`config.mk`:
```
export PLATFORM = sky130hd
export DESIGN_NAME = link_slot_regs
export DESIGN_NICKNAME = d
export VERILOG_FILES = /design/src/include/lnkslot_pkg.sv /design/src/rtl/slot_power_ctrl.sv /design/src/rtl/link_slot_regs.sv
export SDC_FILE = /design/constraint.sdc
export NUM_CORES = 1
export LEC_CHECK = 0
export ABC_CLOCK_PERIOD_IN_PS = 3590
export BUFFER_PORTS_ARGS = -buffer_cell sky130_fd_sc_hd__buf_2
export CAP_MARGIN = 20
export CORE_ASPECT_RATIO = 0.7
export CORE_MARGIN = 3
export CORE_UTILIZATION = 29
export DETAILED_ROUTE_END_ITERATION = 7
export PLACE_DENSITY = 0.61
export SLEW_MARGIN = 20
export SYNTH_ARGS = -nofsm -noshare
export SYNTH_HDL_FRONTEND = slang
export SYNTH_SLANG_ARGS = --single-unit
```
`constraint.sdc`:
```
create_clock -name clock -period 3.59 [get_ports clock]
set_input_delay 0.1795 -clock clock [delete_from_list [all_inputs] [get_ports clock]]
set_output_delay 0.1795 -clock clock [all_outputs]
set_load 0.03 [all_outputs]
```
`src/include/lnkslot_pkg.sv`:
```
// Package for the link status / slot capability register logic.
// Assumes a single port clock domain and a simple register access port.
package lnkslot_pkg;

  // Register offsets
  localparam logic [11:0] LINK_STATUS_CONTROL_OFS = 12'h078;
  localparam logic [11:0] SLOT_CAPABILITY_OFS     = 12'h07C;

  // Link status bit positions
  localparam int TRAINING_BIT      = 27;
  localparam int SLOT_CLOCK_BIT    = 28;
  localparam int LINK_ACTIVE_BIT   = 29;
  localparam int BW_MGMT_BIT       = 30;
  localparam int BW_AUTO_BIT       = 31;
  localparam int RETRAIN_BIT       = 5;

  // Slot capability field positions
  localparam int ATTN_BUTTON_BIT   = 0;
  localparam int PWR_CTRL_BIT      = 1;
  localparam int LATCH_SENSOR_BIT  = 2;
  localparam int ATTN_IND_BIT      = 3;
  localparam int PWR_IND_BIT       = 4;
  localparam int SURPRISE_BIT      = 5;
  localparam int HP_CAPABLE_BIT    = 6;
  localparam int PWR_VALUE_LSB     = 7;
  localparam int PWR_SCALE_LSB     = 15;
  localparam int INTERLOCK_BIT     = 17;

  // Reset values
  localparam logic [7:0] PWR_VALUE_RST = 8'h19;
  localparam logic [1:0] PWR_SCALE_RST = 2'h0;
  localparam logic       SURPRISE_RST  = 1'b0;

  // Hot-plug mode of the port
  typedef enum logic [1:0] {
    HP_NONE,
    HP_PARALLEL,
    HP_SERIAL
  } hp_mode_type;

  // Link-layer events from the port core
  typedef struct packed {
    logic training_req;    // Port asked for link training
    logic training_done;   // Training finished
    logic dl_active;       // Data link active, FC init done
    logic link_down;       // Passed through link down
    logic retrain_done;    // Retraining finished
    logic reliab_change;   // Speed/width change for reliability
    logic autonomous_chg;  // Autonomous speed/width change
  } link_event_type;

  // Slot-power message request
  typedef struct packed {
    logic       send;
    logic [7:0] value;
    logic [1:0] scale;
  } power_msg_type;

endpackage

```
`src/rtl/slot_power_ctrl.sv`:
```
// Slot power enable and indicator gating for one downstream slot.
// Assumes synchronous inputs on the port core clock.
`timescale 1ns/1ps
module slot_power_ctrl (
  input  wire logic clock,           // Port core clock
  input  wire logic sys_rst,         // Synchronous reset, high
  input  wire logic pwr_ctrl_present, // Capability bit 1
  input  wire logic latch_present,   // Capability bit 2
  input  wire logic attn_present,    // Capability bit 3
  input  wire logic pwr_ind_present, // Capability bit 4
  input  wire logic retention_latch, // Low when latch closed
  input  wire logic pwr_ctrl_off,    // Power controller control bit
  input  wire logic attn_on,         // Attention indicator request
  input  wire logic pwr_ind_on,      // Power indicator request
  output logic      slot_power_en,   // Slot power enable
  output logic      hp_ctrl_enable,  // Hot-plug controller enabled
  output logic      attention_led_n, // Attention LED, low on
  output logic      power_led_n      // Power LED, low on
);
  import lnkslot_pkg::*;

  logic slot_power_ff;
  logic attn_led_n_ff;
  logic pwr_led_n_ff;
  wire  latch_ok;
  wire  nxt_slot_power;

  // Latch only matters when the sensor exists
  assign latch_ok       = !latch_present || !retention_latch;
  // No power controller: controller off and slot stays down
  assign hp_ctrl_enable = pwr_ctrl_present;
  assign nxt_slot_power = pwr_ctrl_present && latch_ok && !pwr_ctrl_off;

  // Power and LED outputs registered; unused LEDs idle high (off)
  always_ff @(posedge clock) begin
    if (sys_rst) begin
      slot_power_ff <= 1'b0;
      attn_led_n_ff <= 1'b1;
      pwr_led_n_ff  <= 1'b1;
    end else begin
      slot_power_ff <= nxt_slot_power;
      attn_led_n_ff <= !(attn_present && attn_on);
      pwr_led_n_ff  <= !(pwr_ind_present && pwr_ind_on);
    end
  end

  assign slot_power_en   = slot_power_ff;
  assign attention_led_n = attn_led_n_ff;
  assign power_led_n     = pwr_led_n_ff;

  a_no_ctrl_no_power: assert property (@(posedge clock) disable iff (sys_rst)
    !$past(pwr_ctrl_present) |-> !slot_power_en)
    else $error("slot powered without power controller");
  a_latch_open_off: assert property (@(posedge clock) disable iff (sys_rst)
    ($past(latch_present) && $past(retention_latch)) |-> !slot_power_en)
    else $error("slot powered with latch open");
  a_attn_gated: assert property (@(posedge clock) disable iff (sys_rst)
    !$past(attn_present) |-> attention_led_n)
    else $error("attention LED driven when absent");
  a_pwr_led_gated: assert property (@(posedge clock) disable iff (sys_rst)
    !$past(pwr_ind_present) |-> power_led_n)
    else $error("power LED driven when absent");

endmodule // slot_power_ctrl

```
`src/rtl/link_slot_regs.sv`:
```
// Link status upper bits and slot capability register for one port.
// Assumes register access, strap and link event inputs on the port clock.
//
// Operation
// - Training flag high from request until done
// - Bit 28 reflects platform reference clock use
// - Bit 29 shows data link active state
// - Bit 30 set when requested retrain completes
// - Bit 30 set on reliability speed/width change
// - Bit 31 set on autonomous bandwidth change
// - Receiver may always enter L0s
// - Slot capability reads zero on upstream
// - Hot-plug bits default one only when capable
// - Serial capable only after expander detected
// - Owner field picks parallel port; others serial
// - No power controller disables slot power
// - Power up when latch closed, control clear
// - Latch sensor bit enables latch sensing
// - Attention indicator bit gates attention LED
// - Power indicator bit gates power LED
// - Button, surprise and capable bits reported
// - Power limit value defaults to 19h
// - Power scale codes, default 00b
// - Power field write or link up sends message
// - Interlock bit only on serial expander ports
`timescale 1ns/1ps
module link_slot_regs #(
  parameter logic [1:0] PORT_NUM = 2'h1  // Port index within station
) (
  input  wire logic                        clock,            // Port core clock
  input  wire logic                        sys_rst,          // Synchronous reset
  input  wire logic                        is_downstream,    // Port is downstream
  input  wire logic                        platform_refclk,  // Uses connector refclk
  input  wire logic                        link_active_cap,  // Capability 74h[20]
  input  wire logic [1:0]                  parallel_hotplug_owner_port, // 1E0h[14:13]
  input  wire logic                        parallel_hp_en,   // Parallel pins present
  input  wire logic                        expander_found,   // I/O expander detected
  input  wire lnkslot_pkg::link_event_type link_evt,         // Link events
  input  wire logic                        reg_wr,           // Register write strobe
  input  wire logic                        reg_rd,           // Register read strobe
  input  wire logic [11:0]                 reg_addr,         // Register offset
  input  wire logic [31:0]                 reg_wdata,        // Write data
  input  wire logic                        eeprom_wr,        // EEPROM/I2C write
  input  wire logic                        retention_latch,  // Low when closed
  input  wire logic                        pwr_ctrl_off,     // Slot control 80h[10]
  input  wire logic                        attn_on,          // Attention request
  input  wire logic                        pwr_ind_on,       // Power LED request
  output logic [31:0]                      reg_rdata,        // Read data
  output logic                             retrain_req,      // Retrain pulse to core
  output logic                             l0s_rx_allowed,   // Receiver may enter L0s
  output lnkslot_pkg::power_msg_type       power_msg,        // Set_Slot_Power_Limit
  output logic                             slot_power_en,    // Slot power enable
  output logic                             hp_ctrl_enable,   // Hot-plug ctrl enabled
  output logic                             attention_led_n,  // Attention LED, low on
  output logic                             power_led_n       // Power LED, low on
);
  import lnkslot_pkg::*;

  ////////////////////////////////////////////////////////////////////////////
  // Hot-plug mode
  logic         training_ff;
  logic         slot_clock_ff;
  logic         bw_mgmt_ff;
  logic         bw_auto_ff;
  logic         retrain_pend_ff;
  logic         dl_active_ff;
  logic [31:0]  rdata_ff;
  logic [7:0]   pwr_value_ff;
  logic [1:0]   pwr_scale_ff;
  logic         surprise_ff;
  power_msg_type msg_ff;
  logic         init_done_ff;
  logic         link_up_ff;

  wire          is_parallel;
  wire          is_serial;
  wire          hp_capable;
  wire          dn_hp;
  hp_mode_type  hp_mode;

  // Parallel pins belong to one port; the rest need a found expander
  assign is_parallel = is_downstream && parallel_hp_en &&
                       (parallel_hotplug_owner_port == PORT_NUM);
  assign is_serial   = is_downstream && !is_parallel && expander_found;
  assign hp_capable  = is_parallel || is_serial;
  assign dn_hp       = hp_capable;
  assign hp_mode     = is_parallel ? HP_PARALLEL : (is_serial ? HP_SERIAL : HP_NONE);

  ////////////////////////////////////////////////////////////////////////////
  // Access decode
  wire wr_link  = reg_wr && (reg_addr == LINK_STATUS_CONTROL_OFS);
  wire wr_slot  = eeprom_wr && (reg_addr == SLOT_CAPABILITY_OFS);
  wire rd_link  = reg_rd && (reg_addr == LINK_STATUS_CONTROL_OFS);
  wire rd_slot  = reg_rd && (reg_addr == SLOT_CAPABILITY_OFS);
  wire clr_mgmt = wr_link && reg_wdata[BW_MGMT_BIT];
  wire clr_auto = wr_link && reg_wdata[BW_AUTO_BIT];
  wire start_retrain = wr_link && reg_wdata[RETRAIN_BIT] && is_downstream;

  ////////////////////////////////////////////////////////////////////////////
  // Status event decode; link-down changes do not count
  wire set_mgmt_retrain = retrain_pend_ff && link_evt.retrain_done &&
                          !link_evt.link_down;
  wire set_mgmt_reliab  = link_evt.reliab_change && !link_evt.link_down;
  wire set_mgmt = is_downstream && (set_mgmt_retrain || set_mgmt_reliab);
  wire set_auto = is_downstream && link_evt.autonomous_chg && !link_evt.link_down;

  // Set beats a simultaneous clear; writing zero leaves bit alone
  wire nxt_bw_mgmt = set_mgmt || (bw_mgmt_ff && !clr_mgmt);
  wire nxt_bw_auto = set_auto || (bw_auto_ff && !clr_auto);

  // Training flag: raised by request, dropped at completion
  wire nxt_training = is_downstream &&
                      (link_evt.training_req || (training_ff && !link_evt.training_done));

  // Active only with reporting capability on downstream ports
  wire nxt_dl_active = is_downstream && link_active_cap && link_evt.dl_active;

  // Remember an outstanding software retrain until it ends or link drops
  wire nxt_retrain_pend = start_retrain ||
                          (retrain_pend_ff && !link_evt.retrain_done && !link_evt.link_down);

  ////////////////////////////////////////////////////////////////////////////
  // Link status state
  always_ff @(posedge clock) begin
    if (sys_rst) begin
      training_ff     <= 1'b0;
      bw_mgmt_ff      <= 1'b0;
      bw_auto_ff      <= 1'b0;
      retrain_pend_ff <= 1'b0;
      dl_active_ff    <= 1'b0;
      link_up_ff      <= 1'b0;
    end else begin
      training_ff     <= nxt_training;
      bw_mgmt_ff      <= nxt_bw_mgmt;
      bw_auto_ff      <= nxt_bw_auto;
      retrain_pend_ff <= nxt_retrain_pend;
      dl_active_ff    <= nxt_dl_active;
      link_up_ff      <= link_evt.dl_active;
    end
  end

  // Slot clock config is hardware-initialised once after reset release
  always_ff @(posedge clock) begin
    if (sys_rst) begin
      slot_clock_ff <= 1'b0;
      init_done_ff  <= 1'b0;
    end else if (!init_done_ff) begin
      slot_clock_ff <= platform_refclk;
      init_done_ff  <= 1'b1;
    end
  end

  ////////////////////////////////////////////////////////////////////////////
  // Power limit fields; only EEPROM/I2C can change them
  wire [7:0] nxt_pwr_value = wr_slot ? reg_wdata[PWR_VALUE_LSB +: 8] : pwr_value_ff;
  wire [1:0] nxt_pwr_scale = wr_slot ? reg_wdata[PWR_SCALE_LSB +: 2] : pwr_scale_ff;
  wire       nxt_surprise  = wr_slot ? reg_wdata[SURPRISE_BIT] : surprise_ff;

  // Message on a field write or on rising data-link-active; raw link state is
  // used so the reporting capability neither hides nor fakes a link-up
  wire link_up_evt = link_evt.dl_active && !link_up_ff;
  wire send_msg    = is_downstream && (wr_slot || link_up_evt);

  always_ff @(posedge clock) begin
    if (sys_rst) begin
      pwr_value_ff <= PWR_VALUE_RST;
      pwr_scale_ff <= PWR_SCALE_RST;
      surprise_ff  <= SURPRISE_RST;
      msg_ff       <= '0;
    end else begin
      pwr_value_ff <= nxt_pwr_value;
      pwr_scale_ff <= nxt_pwr_scale;
      surprise_ff  <= nxt_surprise;
      msg_ff.send  <= send_msg;
      msg_ff.value <= nxt_pwr_value;
      msg_ff.scale <= nxt_pwr_scale;
    end
  end

  ////////////////////////////////////////////////////////////////////////////
  // Slot capability image; all zero on the upstream port
  logic [31:0] slot_cap;
  always_comb begin
    slot_cap = 32'h0000_0000;
    if (is_downstream) begin
      slot_cap[ATTN_BUTTON_BIT]          = dn_hp;
      slot_cap[PWR_CTRL_BIT]             = dn_hp;
      slot_cap[LATCH_SENSOR_BIT]         = dn_hp;
      slot_cap[ATTN_IND_BIT]             = dn_hp;
      slot_cap[PWR_IND_BIT]              = dn_hp;
      slot_cap[SURPRISE_BIT]             = surprise_ff;
      slot_cap[HP_CAPABLE_BIT]           = dn_hp;
      slot_cap[PWR_VALUE_LSB +: 8]       = pwr_value_ff;
      slot_cap[PWR_SCALE_LSB +: 2]       = pwr_scale_ff;
      slot_cap[INTERLOCK_BIT]            = (hp_mode == HP_SERIAL);
    end
  end

  // Link status upper bits; lower control bits live elsewhere
  wire [31:0] link_word = {bw_auto_ff, bw_mgmt_ff, dl_active_ff, slot_clock_ff,
                           training_ff, 27'h0000000};

  // Registered read data; unmapped offsets read zero
  always_ff @(posedge clock) begin
    if (sys_rst) begin
      rdata_ff <= 32'h0000_0000;
    end else begin
      rdata_ff <= rd_link ? link_word : (rd_slot ? slot_cap : 32'h0000_0000);
    end
  end

  assign reg_rdata      = rdata_ff;
  assign retrain_req    = start_retrain;
  assign l0s_rx_allowed = 1'b1;
  assign power_msg      = msg_ff;

  ////////////////////////////////////////////////////////////////////////////
  // Slot power and indicators
  slot_power_ctrl i_slot_power_ctrl (
    .clock            (clock),
    .sys_rst          (sys_rst),
    .pwr_ctrl_present (slot_cap[PWR_CTRL_BIT]),
    .latch_present    (slot_cap[LATCH_SENSOR_BIT]),
    .attn_present     (slot_cap[ATTN_IND_BIT]),
    .pwr_ind_present  (slot_cap[PWR_IND_BIT]),
    .retention_latch  (retention_latch),
    .pwr_ctrl_off     (pwr_ctrl_off),
    .attn_on          (attn_on),
    .pwr_ind_on       (pwr_ind_on),
    .slot_power_en    (slot_power_en),
    .hp_ctrl_enable   (hp_ctrl_enable),
    .attention_led_n  (attention_led_n),
    .power_led_n      (power_led_n)
  );

  ////////////////////////////////////////////////////////////////////////////
  // Checks
  a_training_hold: assert property (@(posedge clock) disable iff (sys_rst)
    (training_ff && !link_evt.training_done && is_downstream) |=> training_ff)
    else $error("training flag dropped early");
  a_active_gate: assert property (@(posedge clock) disable iff (sys_rst)
    dl_active_ff |-> $past(link_active_cap && link_evt.dl_active))
    else $error("link active without cause");
  a_mgmt_set_wins: assert property (@(posedge clock) disable iff (sys_rst)
    (set_mgmt && clr_mgmt) |=> bw_mgmt_ff)
    else $error("bandwidth mgmt set lost to clear");
  a_reliab_sets: assert property (@(posedge clock) disable iff (sys_rst)
    (is_downstream && link_evt.reliab_change && !link_evt.link_down) |=> bw_mgmt_ff)
    else $error("reliability change missed");
  a_auto_sticky: assert property (@(posedge clock) disable iff (sys_rst)
    (bw_auto_ff && !clr_auto) |=> bw_auto_ff)
    else $error("autonomous status lost");
  a_upstream_zero: assert property (@(posedge clock) disable iff (sys_rst)
    (!is_downstream && rd_slot) |=> (reg_rdata == 32'h0000_0000))
    else $error("slot capability nonzero upstream");
  a_serial_needs_exp: assert property (@(posedge clock) disable iff (sys_rst)
    slot_cap[INTERLOCK_BIT] |-> (expander_found && !is_parallel))
    else $error("serial mode without expander");
  a_msg_on_linkup: assert property (@(posedge clock) disable iff (sys_rst)
    (is_downstream && link_up_evt) |=> power_msg.send)
    else $error("no power message at link up");
  a_interlock_zero: assert property (@(posedge clock) disable iff (sys_rst)
    (is_parallel || !is_downstream) |-> !slot_cap[INTERLOCK_BIT])
    else $error("interlock bit on non-serial port");

endmodule // link_slot_regs

```
==> reports/results.ini <==
[placed_design]
gp_congestion = 0.691
dp_hpwl_mm = 3.04
io_buffer_count = 86

[critical_path]
worst-path-max-fanout = 5
start_kind = input pin
critPathCaptureType = primary output
arrival_ns = 1.74
cp.required_ns = 3.41
path_class = in -> out

[drt]
num_vias = 1435
first_iter_violations = 49
wl_met2_mm = 1.80
antenna_left = 0
wl_mm = 4.12
drc = 0
vias_per_cell = 4.25
firstDrtPassIters = 4
routed-wl-met3_um = 350
wl_per_cell_um = 12.2
top_layer = met4
wirelength_met1_mm = 1.93

[worst_hold_path]
hold_class = in -> reg

[clock_tree]
cts_tree = built
h-tree-depth = 2
clockBufferDepth = 2
clk_pin_slew_ns = 0.07
cts_num_sinks = 45
ctsHoldBuffers = 0
clk_latency_ns = 0.28
clockRootBuffer = clkbuf_8
cts_resized = 0
postCtsSetupBuffers = 0
cts_buffers = 5

[synth]
synth_cell_types = 31
yosysTopAreaCellShare = 0.495
synth_seq_area_share = 0.495
synth_area_leaders = dfxtp_1 50%, buf_4 8.3%, mux2i_1 8.3%
synth_common_cells = 45 x dfxtp_1, 27 x nand2_1, 20 x buf_4
synth_flop_cell = dfxtp_1
syn_area_per_cell_um2 = 9.63
ys_warn_count = 0
yosys.cell_count.top_type = dfxtp_1
syn_area_mm2 = 0.00182
synth_edf_count = 0
synth_cells = 189
ys_seq_elements = 45
ys_async_sr_fraction = 0
yosys.area.top_type = dfxtp_1

[timing]
finClkSkew_ns = 0.00165
worstMarginPinSlew_ns = 0.595
setup_viol = 0
finalHoldViolCount = 0
max-slew-margin-rel = 0.603
fin_setup_tns_ns = 0
fin_crit_sh = 0.535
slew_violations = 0
finalWorstPathRequiredPeriod_ns = 1.92
rsz0062_at_grt = false
fmax_mhz = 520

[global_route]
grt_max_degree = 28
grt.overflow.total = 0
grtUsageTotal = 0.119
grt_pass1_vias = 1375
grt_pass1_wl_mm = 6.66
antenna_found_initial = 0

[die]
die_w_um = 101
io_pins = 116
die_area_mm2 = 0.00727
core_area_mm2 = 0.00590
die_h_um = 72.3
initial_utilization = 0.308
row_count = 23

[power_and_ir_drop]
cellPowerDensity_mw_per_mm2 = 397
p_total_uw = 904
leakagePower_nw = 1.05
vdd_drop_max_uv = 159

[final_layout]
nNetsFinal = 330
n_antenna_cell = 0
syn_to_final_growth_pct = 25.0
layout-drive-gt1-share = 0.403

[run]
cap_violations = 0

[outcome]
status = complete, no violations

[worst paths after layout]
check,from,end,slack (ns),depth (start not counted)
max,reg_addr[10],retrain_req,1.67,4
min,pwr_ctrl_off,i_slot_power_ctrl.slot_power_en$_SDFF_PP0_,0.05,2
max reg2reg,retrain_pend_ff$_SDFF_PP0_,bw_mgmt_ff$_SDFF_PP0_,2.58,3
min reg2reg,surprise_ff$_SDFFE_PP0N_,reg_rdata[5]$_SDFF_PP0_,0.45,2
[layer usage]
metal,GRT usage,up-vias
met2,0.187,53
met3,0.0346,5
met1,0.157,649
met4,0.0404,0
li1,-,728
met5,0,-
[cell usage in the layout (no fill, tap or decap), drive strengths merged]
master,n
o21ba,1
nor4,4
or4b,1
mux2i,15
clkinv,1
o41ai,2
and3b,1
buf,88
nor3,13
nor2b,2
o21a,1
or4,1
nor3b,6
nand4b,2
a21oi,4
inv,14
clkbuf,7
nand2,27
or3,1
o21ai,1
nand2b,1
nand3b,5
nor2,9
or3b,1
conb,10
dfxtp,45
[report_power, final]
group / leakage (nW) / total (mW) / switching (mW) / internal [mW]
combinational: 0.644 / 0.0874 / 0.0547 / 0.0326
sequential: 0.365 / 0.508 / 0.00218 / 0.506
clock: 0.0443 / 0.309 / 0.156 / 0.153
total: 1.05 / 0.904 / 0.213 / 0.691
[sequential cells by signal, summed over array words and instances, names as in the netlist]
| name | count |
|---|---|
| power_msg | 6 |
| init_done_ff | 1 |
| i_slot_power_ctrl.slot_power_en | 1 |
| surprise_ff | 1 |
| link_up_ff | 1 |
| retrain_pend_ff | 1 |
| bw_auto_ff | 1 |
| reg_rdata | 19 |
| bw_mgmt_ff | 1 |
| training_ff | 1 |
| i_slot_power_ctrl.power_led_n | 1 |
| dl_active_ff | 1 |
| slot_clock_ff | 1 |
| i_slot_power_ctrl.attention_led_n | 1 |
| pwr_value_ff | 8 |
[through the flow]
| step | setup slack, ns | utilization | std cells | hold slack [ns] | instance area [um2] |
|---|---|---|---|---|---|
| global route | 1.67 | 0.386 | 338 | 0.0429 | 2270 |
| finish | 1.67 | 0.386 | 338 | 0.0457 | 2270 |
| CTS | 1.70 | 0.386 | 338 | 0.0360 | 2270 |
| global placement | 1.59 | 0.371 | 331 | 0.346 | 2190 |
| detailed placement | 1.52 | 0.371 | 331 | 0.347 | 2190 |
| floorplan | 1.40 | - | 197 | 0.251 | 1850 |
[kinds of logic (layout without fill, tap and decap cells)]
group / count (synthesis) / in the layout / synth area share
and+or+nand+nor: 74 / 74 / 0.244
DFF: 45 / 45 / 0.495
buffers and inverters: 44 / 110 / 0.141
muxes: 15 / 15 / 0.0825
AOI/OAI and AO/OA: 9 / 9 / 0.0330
other: 2 / 10 / 0.00413
[area by class of cell]
class                           count  area (um2)
Sequential cell                    45         901
Clock buffer                        7        86.3
Fill cell                         642        3620
Timing Repair Buffer               88         445
Tap cell                           75        93.8
Inverter                           15        56.3
Multi-Input combinational cell    108         692
[critical path: stages]
cell and delay (ns):
buf_2 0.09, or4b_1 0.67, nor4_1 0.51, buf_2 0.29
No activity file was read; power rests on OpenSTA's default activity.
